File: src/verilog/fser_defines.svh
// Constants for the flash status error reporter host controller.
`ifndef FSER_DEFINES_SVH
`define FSER_DEFINES_SVH
`define FSER_AW        26
`define FSER_DW        16
`define FSER_CLK_NS    10
`define FSER_T_ACC_NS  120
`define FSER_T_WP_NS   50
`define FSER_T_REC_NS  30
`define FSER_T_RDY_NS  20000
`define FSER_ACC_CYC   ((`FSER_T_ACC_NS + `FSER_CLK_NS - 1) / `FSER_CLK_NS + 2)
`define FSER_WP_CYC    ((`FSER_T_WP_NS + `FSER_CLK_NS - 1) / `FSER_CLK_NS)
`define FSER_REC_CYC   ((`FSER_T_REC_NS + `FSER_CLK_NS - 1) / `FSER_CLK_NS)
`define FSER_RDY_CYC   (`FSER_T_RDY_NS / `FSER_CLK_NS)
`define FSER_A_UNLK1   26'h0000555
`define FSER_A_UNLK2   26'h00002AA
`define FSER_CMD_UNLK1 16'h00AA
`define FSER_CMD_UNLK2 16'h0055
`define FSER_CMD_SRRD  16'h0070
`define FSER_CMD_SRCLR 16'h0071
`define FSER_CMD_RESET 16'h00F0
`define FSER_REG_CTRL  2'h0
`define FSER_REG_ADDR  2'h1
`define FSER_REG_STAT  2'h2
`define FSER_REG_DATA  2'h3
`define FSER_CTRL_AUTO 8
`define FSER_B_GTOG    6
`define FSER_B_TLIM    5
`define FSER_B_ESTART  3
`define FSER_B_STOG    2
`define FSER_B_ABORT   1
`define FSER_POLL_MASK 16'hFFEE
`define FSER_SR_MASK   8'hFE
`endif

File: src/verilog/fser_pkg.sv
// Types shared by the flash status error reporter host controller.
`include "fser_defines.svh"
package fser_pkg;
  typedef enum logic [2:0] {
    S_IDLE = 3'b000, S_SEQ = 3'b001, S_RD1 = 3'b010, S_RD2 = 3'b011,
    S_EVAL = 3'b100, S_SRD = 3'b101, S_WRDY = 3'b110
  } fser_st_t;
  typedef enum logic [2:0] {
    OP_NONE = 3'b000, OP_POLL = 3'b001, OP_SRRD = 3'b010, OP_SRCLR = 3'b011,
    OP_RESET = 3'b100, OP_ABRST = 3'b101
  } fser_op_t;
  typedef enum logic [2:0] {
    RES_NONE = 3'b000, RES_DONE = 3'b001, RES_BUSY = 3'b010, RES_EMBERR = 3'b011,
    RES_ABORT = 3'b100, RES_CLEARED = 3'b101, RES_TIMEOUT = 3'b110
  } fser_res_t;
  typedef enum logic [1:0] {P_IDLE = 2'b00, P_ACT = 2'b01, P_REC = 2'b10} fser_pst_t;
  typedef struct packed {
    logic                 last;
    logic [`FSER_AW-1:0]  a;
    logic [`FSER_DW-1:0]  d;
  } fser_cmd_t;
endpackage

File: src/verilog/fser_cyc_if.sv
// One flash bus cycle request and its answer between controller and pin engine.
`timescale 1ns/1ps
`include "fser_defines.svh"
interface fser_cyc_if;
  logic                req;
  logic                we;
  logic [`FSER_AW-1:0] addr;
  logic [`FSER_DW-1:0] wdata;
  logic                done;
  logic [`FSER_DW-1:0] rdata;
  logic                ry;
  modport ctl (output req, output we, output addr, output wdata,
               input done, input rdata, input ry);
  modport phy (input req, input we, input addr, input wdata,
               output done, output rdata, output ry);
endinterface

File: src/verilog/fser_host.sv
// Host controller that polls flash status, reads it and clears flash errors.
//
// Implementation choices: the Avalon-MM interface to the registers and the address map.
`timescale 1ns/1ps
`include "fser_defines.svh"
module fser_host (
  input  wire logic                MCLK,
  input  wire logic                RST,
  input  wire logic [1:0]          AVS_ADDRESS,
  input  wire logic                AVS_READ,
  input  wire logic                AVS_WRITE,
  input  wire logic [31:0]         AVS_WRITEDATA,
  output logic [31:0]              AVS_READDATA,
  output logic                     AVS_WAITREQUEST,
  output logic [`FSER_AW-1:0]      FL_A,
  input  wire logic [`FSER_DW-1:0] FL_DQ_I,
  output logic [`FSER_DW-1:0]      FL_DQ_O,
  output logic                     FL_DQ_OE_N,
  output logic                     FL_CE_N,
  output logic                     FL_OE_N,
  output logic                     FL_WE_N,
  input  wire logic                FL_READY_BUSY_PIN
);
  import fser_pkg::*;
  typedef struct packed {
    fser_st_t            st;
    fser_op_t            op;
    logic [2:0]          step;
    logic                pend;
    logic                req;
    logic                we;
    logic [`FSER_AW-1:0] ca;
    logic [`FSER_DW-1:0] cd;
    logic [`FSER_AW-1:0] addr;
    logic                auto_clr;
    logic [`FSER_DW-1:0] p1;
    logic [`FSER_DW-1:0] p2;
    logic [7:0]          sr;
    fser_res_t           res;
    logic [4:0]          flg;
    logic [15:0]         cnt;
    logic                wrq;
    logic [31:0]         rdat;
  } fser_main_t;

  fser_main_t s;
  fser_main_t n;
  fser_res_t  cls;
  logic [4:0] flg;
  fser_cmd_t  cmd;
  fser_op_t   wop;
  fser_cyc_if cyc ();

  // ==========================================================================
  // Command sequences
  function automatic fser_cmd_t cmd_step(input fser_op_t op, input logic [2:0] step);
    fser_cmd_t c;
    c = '{last: 1'b1, a: `FSER_A_UNLK1, d: `FSER_CMD_RESET};
    unique case (op)
      OP_SRRD:  c.d = `FSER_CMD_SRRD;
      OP_SRCLR: c.d = `FSER_CMD_SRCLR;
      OP_ABRST: begin
        if (step == 3'h0) begin
          c = '{last: 1'b0, a: `FSER_A_UNLK1, d: `FSER_CMD_UNLK1};
        end else if (step == 3'h1) begin
          c = '{last: 1'b0, a: `FSER_A_UNLK2, d: `FSER_CMD_UNLK2};
        end
      end
      OP_NONE, OP_POLL, OP_RESET: c.d = `FSER_CMD_RESET;
    endcase
    return c;
  endfunction

  function automatic logic op_ok(input logic [2:0] v);
    return (v != OP_NONE) && (v <= OP_ABRST);
  endfunction

  // ==========================================================================
  // Submodules
  fser_poll_decode u_dec (
    .first  (s.p1),
    .second (s.p2),
    .cls    (cls),
    .flg    (flg)
  );

  fser_pin_engine u_pin (
    .MCLK       (MCLK),
    .RST        (RST),
    .cyc        (cyc.phy),
    .fl_a       (FL_A),
    .fl_dq_i    (FL_DQ_I),
    .fl_dq_o    (FL_DQ_O),
    .fl_dq_oe_n (FL_DQ_OE_N),
    .fl_ce_n    (FL_CE_N),
    .fl_oe_n    (FL_OE_N),
    .fl_we_n    (FL_WE_N),
    .fl_ry      (FL_READY_BUSY_PIN)
  );

  // ==========================================================================
  // Control and register slave
  always_comb begin
    n     = s;
    n.req = 1'b0;
    n.wrq = 1'b1;
    cmd   = cmd_step(s.op, s.step);
    wop   = fser_op_t'(AVS_WRITEDATA[2:0]);
    if ((AVS_READ || AVS_WRITE) && s.wrq) begin
      n.wrq = 1'b0;
      if (AVS_READ) begin
        unique case (AVS_ADDRESS)
          `FSER_REG_CTRL: n.rdat = {23'h000000, s.auto_clr, 5'h00, s.op};
          `FSER_REG_ADDR: n.rdat = {6'h00, s.addr};
          `FSER_REG_STAT: n.rdat = {11'h000, s.flg, s.sr, 3'h0, cyc.ry, s.res,
                                    s.st != S_IDLE};
          `FSER_REG_DATA: n.rdat = {s.p1, s.p2};
        endcase
      end else if (AVS_ADDRESS == `FSER_REG_ADDR) begin
        n.addr = AVS_WRITEDATA[`FSER_AW-1:0];
      end else if (AVS_ADDRESS == `FSER_REG_CTRL) begin
        n.auto_clr = AVS_WRITEDATA[`FSER_CTRL_AUTO];
        // A start while an operation runs is dropped so a sequence is never split.
        if (s.st == S_IDLE && op_ok(AVS_WRITEDATA[2:0])) begin
          n.op   = wop;
          n.step = 3'h0;
          n.res  = RES_NONE;
          n.st   = (wop == OP_POLL) ? S_RD1 : S_SEQ;
        end
      end
    end
    unique case (s.st)
      S_IDLE: n.pend = 1'b0;
      S_SEQ: begin
        if (!s.pend) begin
          n.req  = 1'b1;
          n.pend = 1'b1;
          n.we   = 1'b1;
          n.ca   = cmd.a;
          n.cd   = cmd.d;
        end else if (cyc.done) begin
          n.pend = 1'b0;
          n.step = s.step + 3'h1;
          if (cmd.last) begin
            n.cnt = 16'h0000;
            n.st  = (s.op == OP_SRRD) ? S_SRD : S_WRDY;
          end
        end
      end
      S_RD1, S_RD2, S_SRD: begin
        if (!s.pend) begin
          n.req  = 1'b1;
          n.pend = 1'b1;
          n.we   = 1'b0;
          n.ca   = s.addr;
        end else if (cyc.done) begin
          n.pend = 1'b0;
          if (s.st == S_RD1) begin
            n.p1 = cyc.rdata & `FSER_POLL_MASK;
            n.st = S_RD2;
          end else if (s.st == S_RD2) begin
            n.p2 = cyc.rdata & `FSER_POLL_MASK;
            n.st = S_EVAL;
          end else begin
            n.sr  = cyc.rdata[7:0] & `FSER_SR_MASK;
            n.res = RES_DONE;
            n.st  = S_IDLE;
          end
        end
      end
      S_EVAL: begin
        n.res  = cls;
        n.flg  = flg;
        n.st   = S_IDLE;
        n.step = 3'h0;
        if (s.auto_clr && cls == RES_EMBERR) begin
          n.op = OP_SRCLR;
          n.st = S_SEQ;
        end else if (s.auto_clr && cls == RES_ABORT) begin
          n.op = OP_ABRST;
          n.st = S_SEQ;
        end
      end
      S_WRDY: begin
        // The flash may stay busy for a while after the clear; give up after a bound.
        if (cyc.ry) begin
          n.res = RES_CLEARED;
          n.st  = S_IDLE;
        end else if (s.cnt == 16'(`FSER_RDY_CYC)) begin
          n.res = RES_TIMEOUT;
          n.st  = S_IDLE;
        end else begin
          n.cnt = s.cnt + 16'h0001;
        end
      end
      default: n.st = S_IDLE;
    endcase
    if (RST) begin
      n     = '0;
      n.wrq = 1'b1;
    end
  end

  always_ff @(posedge MCLK) begin
    s <= n;
  end

  assign cyc.req         = s.req;
  assign cyc.we          = s.we;
  assign cyc.addr        = s.ca;
  assign cyc.wdata       = s.cd;
  assign AVS_READDATA    = s.rdat;
  assign AVS_WAITREQUEST = s.wrq;
endmodule

File: src/verilog/fser_pin_engine.sv
// Drives one asynchronous read or write cycle on the flash pins.
`timescale 1ns/1ps
`include "fser_defines.svh"
module fser_pin_engine (
  input  wire logic                MCLK,
  input  wire logic                RST,
  fser_cyc_if.phy                  cyc,
  output logic [`FSER_AW-1:0]      fl_a,
  input  wire logic [`FSER_DW-1:0] fl_dq_i,
  output logic [`FSER_DW-1:0]      fl_dq_o,
  output logic                     fl_dq_oe_n,
  output logic                     fl_ce_n,
  output logic                     fl_oe_n,
  output logic                     fl_we_n,
  input  wire logic                fl_ry
);
  import fser_pkg::*;
  typedef struct packed {
    fser_pst_t           st;
    logic [7:0]          cnt;
    logic                wr;
    logic [`FSER_AW-1:0] a;
    logic [`FSER_DW-1:0] dout;
    logic                doe_n;
    logic                ce_n;
    logic                oe_n;
    logic                we_n;
    logic [`FSER_DW-1:0] rdata;
    logic                done;
    logic [`FSER_DW-1:0] dq1;
    logic [`FSER_DW-1:0] dq2;
    logic                ry1;
    logic                ry2;
  } fser_phy_t;
  fser_phy_t s;
  fser_phy_t n;
  always_comb begin
    n      = s;
    n.done = 1'b0;
    n.dq1  = fl_dq_i;
    n.dq2  = s.dq1;
    n.ry1  = fl_ry;
    n.ry2  = s.ry1;
    unique case (s.st)
      P_IDLE: begin
        if (cyc.req) begin
          n.a    = cyc.addr;
          n.wr   = cyc.we;
          n.ce_n = 1'b0;
          n.st   = P_ACT;
          if (cyc.we) begin
            n.we_n  = 1'b0;
            n.dout  = cyc.wdata;
            n.doe_n = 1'b0;
            n.cnt   = 8'(`FSER_WP_CYC);
          end else begin
            n.oe_n = 1'b0;
            n.cnt  = 8'(`FSER_ACC_CYC);
          end
        end
      end
      P_ACT: begin
        if (s.cnt == 8'h01) begin
          // Read data has passed the two-stage synchroniser, hence the longer access count.
          if (!s.wr) begin
            n.rdata = s.dq2;
          end
          n.ce_n = 1'b1;
          n.oe_n = 1'b1;
          n.we_n = 1'b1;
          n.cnt  = 8'(`FSER_REC_CYC);
          n.st   = P_REC;
        end else begin
          n.cnt = s.cnt - 8'h01;
        end
      end
      P_REC: begin
        if (s.cnt == 8'h01) begin
          n.doe_n = 1'b1;
          n.done  = 1'b1;
          n.st    = P_IDLE;
        end else begin
          n.cnt = s.cnt - 8'h01;
        end
      end
      default: n.st = P_IDLE;
    endcase
    if (RST) begin
      n      = '0;
      n.doe_n = 1'b1;
      n.ce_n = 1'b1;
      n.oe_n = 1'b1;
      n.we_n = 1'b1;
    end
  end
  always_ff @(posedge MCLK) begin
    s <= n;
  end
  assign cyc.done   = s.done;
  assign cyc.rdata  = s.rdata;
  assign cyc.ry     = s.ry2;
  assign fl_a       = s.a;
  assign fl_dq_o    = s.dout;
  assign fl_dq_oe_n = s.doe_n;
  assign fl_ce_n    = s.ce_n;
  assign fl_oe_n    = s.oe_n;
  assign fl_we_n    = s.we_n;
endmodule

File: src/verilog/fser_poll_decode.sv
// Classifies two successive polling reads of the flash.
`timescale 1ns/1ps
`include "fser_defines.svh"
module fser_poll_decode (
  input  wire logic [`FSER_DW-1:0] first,
  input  wire logic [`FSER_DW-1:0] second,
  output fser_pkg::fser_res_t      cls,
  output logic [4:0]               flg
);
  import fser_pkg::*;
  logic tog;
  logic stog;
  always_comb begin
    tog  = first[`FSER_B_GTOG] ^ second[`FSER_B_GTOG];
    stog = first[`FSER_B_STOG] ^ second[`FSER_B_STOG];
    flg  = {second[`FSER_B_ESTART], second[`FSER_B_ABORT], second[`FSER_B_TLIM], stog, tog};
    // The timing flag must be high on both reads; a single high read may race completion.
    if (!tog) begin
      cls = RES_DONE;
    end else if (second[`FSER_B_ABORT]) begin
      cls = RES_ABORT;
    end else if (first[`FSER_B_TLIM] && second[`FSER_B_TLIM]) begin
      cls = RES_EMBERR;
    end else begin
      cls = RES_BUSY;
    end
  end
endmodule
File: config.mk
export PLATFORM = sky130hd
export DESIGN_NAME = fser_host
export DESIGN_NICKNAME = d
export VERILOG_FILES = /design/src/verilog/fser_pkg.sv /design/src/verilog/fser_cyc_if.sv /design/src/verilog/fser_host.sv /design/src/verilog/fser_pin_engine.sv /design/src/verilog/fser_poll_decode.sv
export VERILOG_INCLUDE_DIRS = /design/src /design/src/verilog
export SDC_FILE = /design/constraint.sdc
export NUM_CORES = 1
export LEC_CHECK = 0
export ABC_AREA = 1
export ABC_CLOCK_PERIOD_IN_PS = 1600
export BUFFER_PORTS_ARGS = -buffer_cell sky130_fd_sc_hd__buf_2
export CORE_MARGIN = 5
export CORE_UTILIZATION = 50
export CTS_BUF_LIST = sky130_fd_sc_hd__clkbuf_16
export CTS_CLUSTER_SIZE = 10
export DETAILED_ROUTE_END_ITERATION = 12
export HOLD_SLACK_MARGIN = 0.06
export PLACE_DENSITY = 0.79
export SLEW_MARGIN = 40
export SYNTH_ARGS = -nofsm -noshare
export SYNTH_HDL_FRONTEND = slang
export SYNTH_HIERARCHICAL = 1
export SYNTH_SLANG_ARGS = --single-unit
File: constraint.sdc
create_clock -name MCLK -period 1.6 [get_ports MCLK]
set_input_delay 0.08 -clock MCLK [delete_from_list [all_inputs] [get_ports MCLK]]
set_output_delay 0.08 -clock MCLK [all_outputs]
set_load 0.05 [all_outputs]
# After elaboration in Yosys (flattened, before gate mapping)
# Index checks and enable logic that the tools add are counted.
[word_totals] ff_bits=281 latch_bits=0 ram_bits=0 rom_bits=0 in_bits=55 out_inout_bits=79 word_cells=197 n_memories=0
[classes] addsub=3 n_mul=0 div=0 order_cmp=1 n_eq_ne=35 shift=0 n_mux=75 bitwise=9 n_reduce_logical=41
[ops] cell="case mux 32 bit (4 select lines)" n=1
[ops] cell="2-to-1 mux 16 bit" n=6
[ops] cell="2-to-1 mux 43 bit" n=2
[ops] cell="2-to-1 mux 3 bit" n=24
[ops] cell="case mux 16 bit (4 select lines)" n=1
[ops] cell="2-to-1 mux 57 bit" n=1
[ops] cell="case mux 28 bit (2 select lines)" n=1
[ops] cell="2-to-1 mux 9 bit" n=5
[ops] cell="2-to-1 mux 44 bit" n=1
[ops] cell="2-to-1 mux 33 bit" n=1
[ops] cell="2-to-1 mux 32 bit" n=1
[ops] cell="case mux 16 bit (2 select lines)" n=1
[ops] cell="2-to-1 mux 28 bit" n=1
[ops] cell="2-to-1 mux 27 bit" n=1
[ops] cell="case mux 8 bit (3 select lines)" n=1
[ops] cell="AND reduction 3 bit" n=7
[ops] cell="!= test 2 bit, second input constant" n=10
[ops] cell="AND reduction 4 bit" n=5
[ops] cell="2-to-1 mux 19 bit" n=1
[ops] cell="equality test 3 bit, second input constant" n=6
[ops] cell="2-to-1 mux 17 bit" n=1
[ops] cell="adder 16 x 1 -> 16 bit, second input constant" n=1
[ops] cell="equality test 16 x 11 -> 1 bit, second input constant" n=1
[ops] cell="2-to-1 mux 8 bit" n=2
[ops] cell="other kinds (32)" n=82

# Depth between registers and ports, before layout
[depth] depth_word=13 ltp_mapped=14 ltp_nobuf=13

# Modules after synthesis
# The synthesis kept the hierarchy.
[modules_own_cells] mod="fser_host" instances=1 cells_each=1010 area_per_inst_um2=7210.7 seq_area_each_um2=3263.1
[modules_own_cells] mod="fser_pin_engine" instances=1 cells_each=568 area_per_inst_um2=4489.3 seq_area_each_um2=2162.1
[modules_own_cells] mod="fser_poll_decode" instances=1 cells_each=19 area_per_inst_um2=96.3 seq_area_each_um2=0.0

# Worst setup path before layout
# OpenSTA, ideal clock, no wires.
[synth_timing] kind="register to register" start="register s (netlist bit AVS_WAITREQUEST)" end="register s[171] (netlist bit)" setup_time_ns=0.132 arrival_time_ns=1.534 required_ns=1.468 path_slack_ns=-0.067 path_stages_with_launch=8 n_path_buf=0 period_less_slack_ns=1.667 path_cell_list="dfxtp_1 -> nand3b_1 -> nor2_1 -> nand2_2 -> o21ai_0 -> inv_1 -> nand2_1 -> a21oi_1"
[synth_between] elab_chain_cells=5
[synth_lines] item="from (decl)" line_no="fser_host.sv:46" text="fser_main_t s;"
[synth_lines] item="from (signal assigned)" line_no="fser_host.sv:205" text="s <= n;"
[synth_lines] item="logical AND 1 bit (*)" line_no="fser_host.sv:109" text="if ((AVS_READ || AVS_WRITE) && s.wrq) begin"
[synth_lines] item="2-to-1 mux 9 bit (*)" line_no="fser_host.sv:109"
[synth_lines] item="2-to-1 mux 4 bit" line_no="fser_host.sv:141" text="end else if (cyc.done) begin"
[synth_lines] item="2-to-1 mux 3 bit" line_no="fser_host.sv:135" text="if (!s.pend) begin"
[synth_lines] item="case mux 3 bit (2 select lines) (*)" line_no="fser_host.sv:132" text="unique case (s.st)"
# Mark *: on every way between the ends. The rest lies on a longest branch, timed or not.
# A chain may end at the register's enable or synchronous reset.

# Worst setup path after layout
[layout_timing] start="register s[176] (netlist bit)" end="register s (netlist bit cyc.addr[10])"
[layout_between] elab_chain_cells=4 word_cells_on_any_way=10 classes_between="6 x eq/ne; 1 x mux; 3 x reduce/logical"
[layout_lines] item="equality test 3 x 2 -> 1 bit or equality test 3 bit (tied branches)" line_no="fser_host.sv:132"
[layout_lines] item="OR reduction 3 bit" line_no="fser_host.sv:132"
[layout_lines] item="!= test 2 bit (no source line) or nonzero test 2 bit (tied branches)"
[layout_lines] item="AND reduction 3 bit (no source line)"
# Several ways; a longest one is shown, not always the timed one.

==> results.yml <==
outcome:
  outcome: "completed"
clocking:
  cts_tree: "done"
  clk_latency_ns: 0.56
  cts_buffers: 31
  cts.sinks: 268
  path_clk_slew_ns: 0.05
  cts.htree.levels: 1
  clockBufferDepth: 3
  cts-root-buf: "clkbuf_16"
layout:
  drive_gt1_frac: 0.205
  final_common_cell: "dfxtp_1"
  final_nets: 1800
  final_cell_mix: "dfxtp_1, nand2_1, nor2_1, a21oi_1, inv_1"
  area.growth.synth_to_final_pct: 21.4
  fillers: 2073
  fin_util: 0.611
  regArea_sq_um: 5380
  n_antenna_cell: 0
  finalInstanceArea_sq_um: 14200
  multi_input_area_sq_um: 5080
pwr:
  p_clk_frac: 0.434
  p_per_area_nw_per_um2: 995
  power_mw: 14.1
  vdd_drop_max_uv: 950
  switching_share: 0.237
  seqPwrFrac: 0.488
  combPwrFrac: 0.078
  p_sw_mw: 3.35
  leakage_nw: 6.02
  internal-power_mw: 10.8
detailed_routing:
  vias: 10735
  viasPerCell: 5.21
  antenna_left: 0
  first_pass_iters: 5
  wirelength_microns: 31800
  wl_per_cell_microns: 15.5
  drc_errors: 0
  drt_iter0_markers: 830
global_routing:
  grt_usage: 0.230
  grt_overflow: 0
  antenna_found_initial: 0
  grt_max_degree: 87
  grt_first_pass_wirelength_microns: 50500
  grt_pass1_vias: 10198
sta:
  worstMarginPinSlew_ns: 0.685
  setup_ws_ns: 0.0232
  setup_tns_ns: 0
  fmax_ghz: 0.634
  maxSlewHeadroom: 0.543
  finalHoldViolCount: 0
  fin_crit_ns: 1.58
  clock_skew_ns: 0.0121
  slew_violations: 0
  setup_viol: 0
  rsz0062_at_grt: "yes"
  period_share: 0.985
floorplanning:
  rows: 56
  io_pins: 134
  die_width_microns: 163
  die_area_sq_um: 26600
  die_h_microns: 163
  core_sq_um: 23300
  initial_core_util: 0.503
hold_path:
  holdCritPathClass: "input pin to flip-flop"
synthesis:
  syn_avg_cell_area_sq_um: 7.38
  synth_area_sq_um: 11700
  synth_warnings: 6
  syn_inst: 1586
place:
  gp_congestion: 0.936
  place_hpwl_microns: 21500
  port_buffers: 126
  dp_slack_ns: -0.114
  placed_area_sq_um: 12300
critical_path:
  cp.arrival_ns: 2.02
  worst_setup_path_start_kind: "flip-flop"
  path_max_fanout: 21
  required_ns: 2.04
  end_kind: "flip-flop"
  path_class: "flip-flop to flip-flop"
job:
  max_cap_viol_count: 0
## stage by stage
step	hold slack, ns	cells
after floorplan	0.187	1593
after CTS	0.128	2051
final	0.163	2059
after global placement	0.278	1950
after global routing	0.173	2059
after detailed placement	0.285	1950
## power by group through the flow
| stage | registers (mW) | logic, mW | clock network (mW) |
|---|---|---|---|
| 6_report | 6.89 | 1.11 | 6.13 |
| 5_1_grt | 6.90 | 1.21 | 6.50 |
| 3_5_place_dp | 7.03 | 0.949 | 0 |
| 2_1_floorplan | 7.02 | 0.716 | 0 |
| 3_3_place_gp | 7.03 | 0.932 | 0 |
| 4_1_cts | 6.89 | 1.08 | 6.22 |
## critical path, cell delays in order (launching register included)
cell     delay (ns)
dfxtp_2        0.33
inv_1          0.07
nand2_1        0.06
nand2_1        0.09
nand2_1        0.11
buf_6          0.19
inv_1          0.10
buf_12         0.15
o21ai_0        0.13
nor2_2         0.17
nor2_1         0.05
## path summary, 6_finish.rpt
| check | startpoint | to | slack [ns] | depth (start not counted) |
|---|---|---|---|---|
| min reg2reg | u_pin/s[32] | u_pin/s[16] | 0.40 | 2 |
| max | s[176] | cyc.addr[10] | 0.02 | 10 |
| min | AVS_WRITE | s[99] | 0.16 | 5 |
| max reg2reg | s[176] | cyc.addr[10] | 0.02 | 10 |
## area by class of cell
| class | count | share of cell area |
|---|---|---|
| sequential | 268 | 0.379 |
| multi-input combinational | 1015 | 0.358 |
| inverter | 149 | 0.0401 |
| clock buffer | 31 | 0.0546 |
| timing repair buffer | 269 | 0.135 |
| tap | 319 | 0.0281 |
| clock inverter | 8 | 0.00511 |
## layer usage
layer	routed length, microns	GRT usage
met5	0	0
met2	15400	0.398
met3	2000	0.0337
met4	994	0.0682
met1	13400	0.298
## flip-flops by register name, indices dropped and copies added, names as in the netlist
name / count
u_pin/fl_ce_n: 1
AVS_READDATA: 32
AVS_WAITREQUEST: 1
cyc.we: 1
u_pin/cyc.rdata: 15
cyc.addr: 26
u_pin/cyc.done: 1
u_pin/fl_a: 26
cyc.req: 1
u_pin/cyc.ry: 1
u_pin/fl_we_n: 1
s: 96
u_pin/fl_dq_o: 16
u_pin/s: 42
u_pin/fl_dq_oe_n: 1
u_pin/fl_oe_n: 1
cyc.wdata: 6
## timing repair
action	in CTS	in global routing
endpoints found under the hold margin	118	0
pin swaps	0	23
buffers inserted	0	6
hold buffers	62	0
cloned	0	2
gates resized for setup	6	96
setup endpoints to repair	40	74
(Power assumes the default switching activity.)
